**src/hss_regs.svh**
```systemverilog
`ifndef HSS_REGS_SVH
`define HSS_REGS_SVH

`define HSS_CLK_MHZ 50
`define HSS_INIT_TIME_US 50
`define HSS_INIT_CYC (`HSS_INIT_TIME_US * `HSS_CLK_MHZ)
`define HSS_BLANK_TIME_US 10
`define HSS_BLANK_CYC (`HSS_BLANK_TIME_US * `HSS_CLK_MHZ)
`define HSS_WD_TIME_US 10000
`define HSS_WORD_BITS 16

`define HSS_OFS_STATUS 4'h0
`define HSS_OFS_CONFIG 4'h4
`define HSS_OFS_RXWORD 4'h8
`define HSS_CONFIG_RESET 32'h00000001
`define HSS_CFG_WD_EN 0

`define HSS_ADDR_INIT1 4'h0
`define HSS_ADDR_CH1 4'h2
`define HSS_ADDR_CH6 4'h7
`define HSS_ADDR_OUTCTL 4'h8
`define HSS_ADDR_INEN 4'hb
`define HSS_ADDR_TEST 4'hf
`define HSS_ADDR_QSTAT 4'h1
`define HSS_ADDR_LAST_DSF 4'h7
`define HSS_CH_ON_BIT 8
`define HSS_QS_FM_BIT 11
`define HSS_DSF_BIT 10
`define HSS_QS_RCF_BIT 5

`endif

```
**src/hss_pkg.sv**
```systemverilog
`default_nettype none

package hss_pkg;
  typedef enum logic [2:0] {
    HSS_SLEEP = 3'b001,
    HSS_NORMAL = 3'b010,
    HSS_FAIL = 3'b100
  } hss_mode_e;

  typedef struct packed {
    logic [3:0] addr;
    logic wd;
    logic [10:0] data;
  } hss_word_s;

  typedef struct packed {
    logic stuck;
    logic modulo;
    logic wd_seq;
    logic wd_timeout;
  } hss_cause_s;
endpackage

`default_nettype wire

```
**src/hss_mode_ctrl.sv**
```systemverilog
`include "hss_regs.svh"
`timescale 1ns/1ps
`default_nettype none

module hss_mode_ctrl #(
  parameter int WD_TIMEOUT_CYC = `HSS_WD_TIME_US * `HSS_CLK_MHZ
) (
  input wire logic core_clk,
  input wire logic rst,
  input wire logic [3:0] avs_address,
  input wire logic avs_read,
  input wire logic avs_write,
  input wire logic [31:0] avs_writedata,
  output logic [31:0] avs_readdata,
  output logic avs_waitrequest,
  input wire logic wake_reset_n_pin,
  input wire logic limp_home_pin,
  input wire logic [3:0] direct_channel_inputs,
  input wire logic [3:0] overcurrent_window_inputs,
  input wire logic spi_sclk,
  input wire logic spi_cs_n,
  input wire logic spi_si,
  output logic spi_so,
  output logic spi_so_oe,
  input wire logic [3:0] overtemp_fault,
  input wire logic [3:0] high_overcurrent_detect,
  input wire logic [3:0] severe_short_fault,
  input wire logic [3:0] overload_fault,
  input wire logic undervoltage,
  output logic [5:0] channel_control,
  output logic [4:0] ocw_start,
  output logic overcurrent_max_profile,
  output logic [3:0] autorestart_enable,
  output logic pwm_enable,
  output logic analog_feedback_enable,
  output logic fault_blank,
  output logic init_done
);

  // pin synchronisers: stage 0 is read only by stage 1
  logic [1:0] s_rstn, s_limp, s_sclk, s_cs, s_si;
  logic [1:0] s_din [4];
  logic [1:0] s_ocw [4];
  logic sclk_d, cs_d;
  always_ff @(posedge core_clk) begin
    s_rstn <= {s_rstn[0], wake_reset_n_pin};
    s_limp <= {s_limp[0], limp_home_pin};
    s_sclk <= {s_sclk[0], spi_sclk};
    s_cs <= {s_cs[0], spi_cs_n};
    s_si <= {s_si[0], spi_si};
    sclk_d <= s_sclk[1];
    cs_d <= s_cs[1];
  end
  for (genvar i = 0; i < 4; i++) begin : g_sync
    always_ff @(posedge core_clk) begin
      s_din[i] <= {s_din[i][0], direct_channel_inputs[i]};
      s_ocw[i] <= {s_ocw[i][0], overcurrent_window_inputs[i]};
    end
  end

  wire logic rstn_s = s_rstn[1];
  wire logic limp_s = s_limp[1];
  wire logic [3:0] din_s = {s_din[3][1], s_din[2][1], s_din[1][1], s_din[0][1]};
  wire logic [3:0] ocw_s = {s_ocw[3][1], s_ocw[2][1], s_ocw[1][1], s_ocw[0][1]};
  wire logic sclk_rise = s_sclk[1] & ~sclk_d;
  wire logic cs_fall = ~s_cs[1] & cs_d;
  wire logic cs_rise = s_cs[1] & ~cs_d;

  wire logic wake = (|ocw_s) | rstn_s;

  hss_pkg::hss_mode_e mode, next_mode;
  hss_pkg::hss_cause_s cause;
  logic wake_d;
  logic [15:0] sh;
  logic [7:0] bit_cnt;
  logic [15:0] rx_last, tx_word;
  logic wd_last, rec_armed, read_qs, device_status_flag, register_cleared_flag, so_q;
  logic [31:0] wd_cnt, rec_cnt;
  logic [11:0] init_cnt, blank_cnt;
  logic [3:0] soa, inen, latch_off;
  logic [5:0] on_bits;
  logic [4:0] qsf;
  logic [3:0] ocw_prev;
  logic [5:0] ch_prev;
  logic [31:0] cfg;

  wire logic spi_fail = |cause;
  wire logic fail_state = spi_fail | limp_s;
  wire logic is_sleep = mode == hss_pkg::HSS_SLEEP;
  wire logic is_normal = mode == hss_pkg::HSS_NORMAL;
  wire logic is_fail = mode == hss_pkg::HSS_FAIL;
  wire logic wake_up = wake & ~wake_d;

  wire logic frame_end = cs_rise & rstn_s;
  wire logic frame_ok = frame_end && bit_cnt != 8'h00 && bit_cnt[3:0] == 4'h0;
  wire logic frame_bad = frame_end && bit_cnt[3:0] != 4'h0;
  wire logic frame_stuck = frame_ok && (sh == 16'h0000 || sh == 16'hffff);
  wire hss_pkg::hss_word_s rx = hss_pkg::hss_word_s'(sh);
  wire logic good_word = frame_ok & ~frame_stuck;
  wire logic is_write = good_word && rx.addr != `HSS_ADDR_TEST;

  wire logic wd_en = cfg[`HSS_CFG_WD_EN];
  wire logic seq_err = is_normal & is_write & wd_en & (rx.wd == wd_last);
  wire logic wd_expired = is_normal & wd_en & (wd_cnt >= WD_TIMEOUT_CYC - 1);
  wire logic cmd_write = is_normal & is_write & ~seq_err;

  wire logic recover = is_fail & ~limp_s & rec_armed & is_write & rx.wd & (rec_cnt < WD_TIMEOUT_CYC);
  wire logic enter_fail = is_normal & fail_state;
  wire logic clr_spi = wake_up | recover | ~rstn_s;
  wire logic clr_cmd = clr_spi | enter_fail;
  wire logic blanking = blank_cnt != 12'h000;

  always_comb begin
    next_mode = mode;
    if (!wake) begin
      next_mode = hss_pkg::HSS_SLEEP;
    end else begin
      unique case (mode)
        hss_pkg::HSS_SLEEP: next_mode = fail_state ? hss_pkg::HSS_FAIL : hss_pkg::HSS_NORMAL;
        hss_pkg::HSS_NORMAL: next_mode = fail_state ? hss_pkg::HSS_FAIL : hss_pkg::HSS_NORMAL;
        hss_pkg::HSS_FAIL: next_mode = recover ? hss_pkg::HSS_NORMAL : hss_pkg::HSS_FAIL;
        default: next_mode = hss_pkg::HSS_SLEEP;
      endcase
    end
  end

  always_ff @(posedge core_clk) begin
    if (rst) begin
      mode <= hss_pkg::HSS_SLEEP;
      wake_d <= 1'b0;
    end else begin
      mode <= next_mode;
      wake_d <= wake;
    end
  end

  // init and blanking timers restart on wake-up
  always_ff @(posedge core_clk) begin
    if (rst || !wake) begin
      init_cnt <= 12'h000;
      blank_cnt <= 12'h000;
      init_done <= 1'b0;
    end else if (wake_up) begin
      init_cnt <= 12'(`HSS_INIT_CYC - 1);
      blank_cnt <= 12'(`HSS_BLANK_CYC);
      init_done <= 1'b0;
    end else begin
      if (init_cnt != 12'h000) begin
        init_cnt <= init_cnt - 12'h001;
      end
      if (blanking) begin
        blank_cnt <= blank_cnt - 12'h001;
      end
      init_done <= init_cnt == 12'h000;
    end
  end
  assign fault_blank = blanking;

  // shift register; msb moves to so_q on the rising edge, so d15 is seen first
  always_ff @(posedge core_clk) begin
    if (rst || !rstn_s) begin
      sh <= 16'h0000;
      so_q <= 1'b0;
      bit_cnt <= 8'h00;
      read_qs <= 1'b0;
    end else if (cs_fall) begin
      sh <= tx_word;
      bit_cnt <= 8'h00;
      read_qs <= soa == `HSS_ADDR_QSTAT;
    end else if (!s_cs[1] && sclk_rise) begin
      so_q <= sh[15];
      sh <= {sh[14:0], s_si[1]};
      bit_cnt <= bit_cnt + 8'h01;
    end
  end
  // stuck lines kill the output driver too
  assign spi_so = so_q;
  assign spi_so_oe = ~s_cs[1] & rstn_s & ~cause.stuck;

  // failure causes, cleared by recovery or pin reset
  always_ff @(posedge core_clk) begin
    if (rst || clr_spi) begin
      cause <= '0;
    end else if (is_normal) begin
      cause.stuck <= cause.stuck | frame_stuck;
      cause.modulo <= cause.modulo | frame_bad;
      cause.wd_seq <= cause.wd_seq | seq_err;
      cause.wd_timeout <= cause.wd_timeout | wd_expired;
    end
  end

  // a host that never writes still trips the timeout: that is the point
  always_ff @(posedge core_clk) begin
    if (rst || clr_spi || cmd_write || !is_normal) begin
      wd_cnt <= 32'h0;
    end else if (!wd_expired) begin
      wd_cnt <= wd_cnt + 32'h1;
    end
  end

  always_ff @(posedge core_clk) begin
    if (rst || clr_spi) begin
      wd_last <= 1'b1;
    end else if (cmd_write || (is_fail && is_write)) begin
      wd_last <= rx.wd;
    end
  end

  // arm on toggle 0, count one watchdog period
  always_ff @(posedge core_clk) begin
    if (rst || !is_fail || recover) begin
      rec_armed <= 1'b0;
      rec_cnt <= 32'h0;
    end else if (is_write && !rx.wd) begin
      rec_armed <= 1'b1;
      rec_cnt <= 32'h0;
    end else if (rec_armed && rec_cnt < WD_TIMEOUT_CYC) begin
      rec_cnt <= rec_cnt + 32'h1;
    end
  end

  always_ff @(posedge core_clk) begin
    if (rst || clr_cmd) begin
      soa <= 4'h0;
      inen <= 4'h0;
      on_bits <= 6'h00;
    end else if (cmd_write) begin
      if (rx.addr == `HSS_ADDR_INIT1) begin
        soa <= rx.data[3:0];
      end
      if (rx.addr >= `HSS_ADDR_CH1 && rx.addr <= `HSS_ADDR_CH6) begin
        on_bits[3'(rx.addr - `HSS_ADDR_CH1)] <= rx.data[`HSS_CH_ON_BIT];
      end
      if (rx.addr == `HSS_ADDR_OUTCTL) begin
        on_bits <= rx.data[5:0];
      end
      if (rx.addr == `HSS_ADDR_INEN) begin
        inen <= {rx.data[6], rx.data[4], rx.data[2], rx.data[0]};
      end
    end
  end

  // flags: the set beats a read that lands in the same cycle
  always_ff @(posedge core_clk) begin
    if (rst || wake_up || !rstn_s) begin
      device_status_flag <= 1'b0;
      register_cleared_flag <= 1'b0;
    end else if (recover) begin
      device_status_flag <= 1'b1;
      register_cleared_flag <= 1'b1;
    end else if (frame_ok && read_qs) begin
      register_cleared_flag <= 1'b0;
    end
  end

  // fault capture outside blanking; latch-off only in Fail
  wire logic [3:0] hard_fault = overtemp_fault | high_overcurrent_detect | severe_short_fault;
  always_ff @(posedge core_clk) begin
    if (rst || clr_spi) begin
      qsf <= 5'h00;
      latch_off <= 4'h0;
    end else if (!blanking) begin
      qsf <= qsf | {undervoltage, hard_fault | overload_fault};
      if (is_fail) begin
        latch_off <= latch_off | hard_fault;
      end
    end
  end

  // outgoing word chosen by the address select bits
  wire logic sel_dsf = soa >= `HSS_ADDR_QSTAT && soa <= `HSS_ADDR_LAST_DSF;
  wire logic sel_qs = soa == `HSS_ADDR_QSTAT;
  always_comb begin
    tx_word = {soa, 12'h000};
    tx_word[`HSS_DSF_BIT] = sel_dsf & device_status_flag;
    if (sel_qs) begin
      tx_word[`HSS_QS_FM_BIT] = is_fail;
      tx_word[`HSS_QS_RCF_BIT] = register_cleared_flag;
      tx_word[4:0] = qsf;
    end
  end

  logic [5:0] next_ch;
  always_comb begin
    next_ch = 6'h00;
    if (is_normal) begin
      next_ch = on_bits | {2'b00, inen & din_s};
    end else if (is_fail) begin
      next_ch = {2'b00, din_s & ~latch_off};
    end
  end

  always_ff @(posedge core_clk) begin
    if (rst) begin
      channel_control <= 6'h00;
      ch_prev <= 6'h00;
      ocw_prev <= 4'h0;
    end else begin
      channel_control <= next_ch;
      ch_prev <= channel_control;
      ocw_prev <= ocw_s;
    end
  end

  assign ocw_start = is_fail ? {1'b0, ocw_s & ~ocw_prev} : (channel_control[4:0] & ~ch_prev[4:0]);

  assign overcurrent_max_profile = is_fail;
  assign autorestart_enable = {4{is_fail}} & (overload_fault | {4{undervoltage}});
  assign pwm_enable = is_normal;
  assign analog_feedback_enable = is_normal;

  // avalon slave: one wait cycle, then answer
  logic bus_ack;
  wire logic bus_req = avs_read | avs_write;
  wire logic [31:0] status_word = {17'h0, qsf, init_done, device_status_flag, register_cleared_flag, ~cause.stuck, spi_fail, fail_state, wake, mode};
  wire logic [31:0] rd_mux = avs_address == `HSS_OFS_STATUS ? status_word :
                             avs_address == `HSS_OFS_CONFIG ? cfg :
                             avs_address == `HSS_OFS_RXWORD ? {16'h0, rx_last} : 32'h0;
  assign avs_waitrequest = bus_req & ~bus_ack;

  always_ff @(posedge core_clk) begin
    if (rst) begin
      bus_ack <= 1'b0;
      avs_readdata <= 32'h0;
      cfg <= `HSS_CONFIG_RESET;
      rx_last <= 16'h0000;
    end else begin
      bus_ack <= bus_req & ~bus_ack;
      avs_readdata <= rd_mux;
      if (avs_write && bus_ack && avs_address == `HSS_OFS_CONFIG) begin
        cfg <= {31'h0, avs_writedata[`HSS_CFG_WD_EN]};
      end
      if (frame_ok) begin
        rx_last <= sh;
      end
    end
  end
endmodule

`default_nettype wire

```
**config.mk**
```make
export PLATFORM = sky130hd
export DESIGN_NAME = hss_mode_ctrl
export DESIGN_NICKNAME = d
export VERILOG_FILES = /design/src/hss_pkg.sv /design/src/hss_mode_ctrl.sv
export VERILOG_INCLUDE_DIRS = /design/src
export SDC_FILE = /design/constraint.sdc
export NUM_CORES = 1
export LEC_CHECK = 0
export BUFFER_PORTS_ARGS = -buffer_cell sky130_fd_sc_hd__buf_2
export CORE_UTILIZATION = 32
export CTS_CLUSTER_DIAMETER = 30
export DETAILED_ROUTE_END_ITERATION = 6
export GPL_ROUTABILITY_DRIVEN = 0
export PLACE_DENSITY = 0.51
export SYNTH_ARGS = -nofsm -noshare
export SYNTH_HDL_FRONTEND = slang
export SYNTH_SLANG_ARGS = --single-unit
```
**constraint.sdc**
```tcl
create_clock -name core_clk -period 4 [get_ports core_clk]
set_input_delay 0.2 -clock core_clk [delete_from_list [all_inputs] [get_ports core_clk]]
set_output_delay 0.2 -clock core_clk [all_outputs]
set_load 0.05 [all_outputs]
```
==> impl_metrics.yaml <==
setup_path:
  path_max_fanout: 19
  largest_delay_contributor_family_on_the_critical_path: "simple AND/OR/NAND/NOR gates"
  crit_path_start_kind: "flip-flop"
  crit_path_cell_trace: "inv_1 > ha_1 > or3b_4 > nor3_4 > o211ai_4 > nor3_2 > or3_1 > nor2_1"
  worstPathArrival_ns: 3.19
  cp_slowest_cell: "sky130_fd_sc_hd__or3_1"
  cp_num_buf_inv: 1
  ff2ff_path_depth: 8
  cp-end-kind: "flip-flop"
  worst_stage_delay_on_the_critical_path_ns: 0.65
  cp.depth: 8
  worst-endpoint-required_ns: 4.38
  crit_type: "reg -> reg"
placement:
  placed_cell_area_um2: 9886
  number_of_i_o_port_buffers: 77
  post-dp-hpwl_um: 15310
pwr:
  pwr_density_nw_per_um2: 594.7
  power.static_leakage_nw: 4.585
  maximum_ir_drop_on_the_vdd_rail_uv: 351.9
worst_hold_path:
  hold-path-cell-count: 4
  hold_path_class: "in -> reg"
die:
  die_w_um: 171.7
  core_um2: 28090
  std_cell_rows: 61
  floorplan.initialDensity: 0.3281
  floorplan.io_pins: 125
  dieHeight_um: 171.7
  die_area_um2: 29480
clocking:
  cts_buffers: 54
  insertion_delay_to_the_later_sink_of_the_worst_skew_pair_ns: 0.57
  clock_pin_slew_worst_setup_and_hold_paths_ns: 0.05
  cts_max_level: 2
  post_cts_resized: 0
  max-clock-path-buffers: 3
  clockRootBuffer: "sky130_fd_sc_hd__clkbuf_16"
  cts_sinks: 227
  cts_tree: "yes"
detailed_routing:
  totalWireLength_um: 22930
  wl_per_cell_um: 14.66
  routed_vias: 7448
  vias_per_cell: 4.762
  routed_antenna_nets: 0
  firstDrtPassIters: 5
  drt_drc_violations_left: 0
  detail_route.iter0.violations: 393
layout:
  antennaDiodeCount: 0
  fraction_of_layout_instances_using_a_drive_strength_above_1: 0.1788
  mostFrequentLayoutCell: "sky130_fd_sc_hd__dfxtp_1"
  layout-area-overhead-vs-synth_pct: 31.36
  finish.instance_area_um2: 12110
  num-nets-final: 1216
  layout.cells.most_common_list: "sky130_fd_sc_hd__dfxtp_1 (227), sky130_fd_sc_hd__nor2_1 (156), sky130_fd_sc_hd__buf_2 (77), sky130_fd_sc_hd__nand2_1 (72)"
sta:
  finalSetupTns_ns: 0
  finalSetupViolations: 0
  report.final.hold_viol_count: 0
  relSlewSlack: 0.2187
  number_of_pins_exceeding_their_max_slew_limit_in_the_final_report: 0
  share_of_the_cycle_needed_by_the_critical_path_after_routing: 0.7027
  fmax_mhz: 355.8
  finalWorstPathRequiredPeriod_ns: 2.811
  grt_setup_unrepaired: "no"
  setup_clock_skew_after_layout_ns: 0.06096
  worstMarginPinSlew_ns: 1.161
global_routing:
  grt_pass1_wl_um: 36950
  first_global_vias: 7196
  grt_max_degree: 37
  grt_overflow: 0
  number_of_antenna_violations_at_the_first_check_in_global_routing: 0
  track_usage: 0.1580
synth:
  asyncSetResetFlopFracSynth: 0
  synth_enable_flop_cells: 0
  ys_warn_count: 0
  synthCells: 1015
  synth_sequential_area_ratio: 0.4931
  post_synth.cell_area_avg_um2: 9.080
  yosys_register_bits: 227
  synthDistinctLibCells: 58
  synth.cell_area_um2: 9216
  most_used_flip_flop_cell_after_synthesis: "sky130_fd_sc_hd__dfxtp_1"
status:
  status: "complete, no violations"
flow_run:
  drv.max_cap_violation_count: 0
layer usage:
layer,up-vias,wire length (um),GRT usage
met3,37,1148,0.03382
li1,3784,-,-
met1,3444,11060,0.2096
met5,-,0,0
met2,183,10310,0.2515
met4,0,407,0.05629
power by group:
part / switching (mW) / total (mW) / internal (mW) / leakage [nW]
sequential: 0.0540 / 2.38 / 2.32 / 1.85
clock: 1.42 / 4.45 / 3.03 / 0.914
combinational: 0.239 / 0.371 / 0.133 / 1.82
total: 1.72 / 7.20 / 5.48 / 4.58
cells in the mapped netlist, types with 4 or more instances:
cell type	n	share of area
sky130_fd_sc_hd__o21ai_0	24	0.013
sky130_fd_sc_hd__nand3_1	40	0.022
sky130_fd_sc_hd__nand3b_1	9	0.0073
sky130_fd_sc_hd__o21a_1	5	0.0041
sky130_fd_sc_hd__buf_2	9	0.0049
sky130_fd_sc_hd__and2_1	26	0.018
sky130_fd_sc_hd__mux2_2	4	0.0049
sky130_fd_sc_hd__xor2_1	52	0.049
sky130_fd_sc_hd__xnor2_1	15	0.014
sky130_fd_sc_hd__mux2i_1	32	0.035
sky130_fd_sc_hd__a22oi_1	4	0.0033
sky130_fd_sc_hd__nand4b_1	4	0.0038
sky130_fd_sc_hd__nor2_1	156	0.064
sky130_fd_sc_hd__buf_4	18	0.015
sky130_fd_sc_hd__nor3_1	29	0.016
sky130_fd_sc_hd__a22o_1	14	0.013
sky130_fd_sc_hd__and4_1	4	0.0038
sky130_fd_sc_hd__a221oi_1	7	0.0067
sky130_fd_sc_hd__nand2b_1	11	0.0075
sky130_fd_sc_hd__and3_1	15	0.010
sky130_fd_sc_hd__inv_1	13	0.0053
sky130_fd_sc_hd__or3_1	12	0.0081
sky130_fd_sc_hd__or2_2	8	0.0054
sky130_fd_sc_hd__nand2_1	72	0.029
sky130_fd_sc_hd__o31ai_1	5	0.0041
sky130_fd_sc_hd__nor3b_1	5	0.0041
sky130_fd_sc_hd__nor2b_1	13	0.0088
sky130_fd_sc_hd__a21oi_1	54	0.029
sky130_fd_sc_hd__dfxtp_1	227	0.49
sky130_fd_sc_hd__ha_1	6	0.0081
sky130_fd_sc_hd__nor4_1	19	0.013
sky130_fd_sc_hd__a211oi_1	4	0.0033
sky130_fd_sc_hd__or4_1	6	0.0049
sky130_fd_sc_hd__nand4_1	31	0.021
sky130_fd_sc_hd__clkbuf_1	30	0.012
flip-flops by register name, summed over array words and instances (netlist names), 5 cells and up:
| signal | flops |
|---|---|
| wd_cnt | 32 |
| on_bits | 6 |
| rx | 16 |
| init_cnt | 12 |
| qsf | 5 |
| rec_cnt | 32 |
| channel_control | 6 |
| ch_prev | 5 |
| bit_cnt | 8 |
| s_din | 8 |
| blank_cnt | 12 |
| s_ocw | 8 |
| rx_last | 16 |
| avs_readdata | 16 |
cell families (layout without fill, tap and decap cells):
group                      count (synthesis)  in the layout  share of synthesized area
AOI/OAI and AO/OA                        133            133                    0.09666
xor gates and xnor gates                  67             67                    0.06367
adders and majority gates                  6              6                   0.008145
buffers and inverters                     75            231                    0.04073
DFF                                      227            227                     0.4931
muxes                                     36             36                    0.03964
other                                      1             16                  0.0004069
and+or+nand+nor                          470            470                     0.2577
metrics by stage:
| stage | power (mW) | utilization | worst slack (ns) | std cells | hold slack, ns |
|---|---|---|---|---|---|
| after floorplan | 2.687 | - | 1.459 | 1030 | 0.2277 |
| after global placement | 2.767 | 0.3520 | 1.217 | 1432 | 0.3018 |
| after detailed placement | 2.768 | 0.3520 | 1.181 | 1432 | 0.3036 |
| after CTS | 7.279 | 0.4310 | 1.137 | 1564 | 0.0003531 |
| after global routing | 7.465 | 0.4310 | 0.9850 | 1564 | 0.07141 |
| final | 7.199 | 0.4310 | 1.189 | 1564 | 0.01033 |
repair_timing:
action,in CTS,in global routing
endpoints found under the setup margin,0,0
setup buffers,0,0
endpoints found under the hold margin,25,0
hold buffers,30,0
final timing paths:
kind                                                 start  slack [ns]            to
worst max register to register                  bit_cnt[0]        1.19   rec_cnt[13]
worst min register to register                 s_din[3][0]        0.32   s_din[3][1]
worst min-delay path            high_overcurrent_detect[3]        0.01  latch_off[3]
worst max-delay path                            bit_cnt[0]        1.19   rec_cnt[13]
cell type report:
cell class,count,area (um2)
tap,378,473.0
clock inverter,37,447.9
clock buffer,65,1473
timing repair buffer,115,745.7
inverter,14,52.55
multi-input combinational,728,4370
fill,2767,15980
sequential,227,4544
worst reg2reg max path, cell delays in order, from the launching register on:
cell and delay (ns):
sky130_fd_sc_hd__dfxtp_1 0.34, sky130_fd_sc_hd__inv_1 0.07, sky130_fd_sc_hd__ha_1 0.13, sky130_fd_sc_hd__or3b_4 0.41, sky130_fd_sc_hd__nor3_4 0.24, sky130_fd_sc_hd__o211ai_4 0.23, sky130_fd_sc_hd__nor3_2 0.46, sky130_fd_sc_hd__or3_1 0.65
sky130_fd_sc_hd__nor2_1 0.11
(Power assumes the default switching activity.)
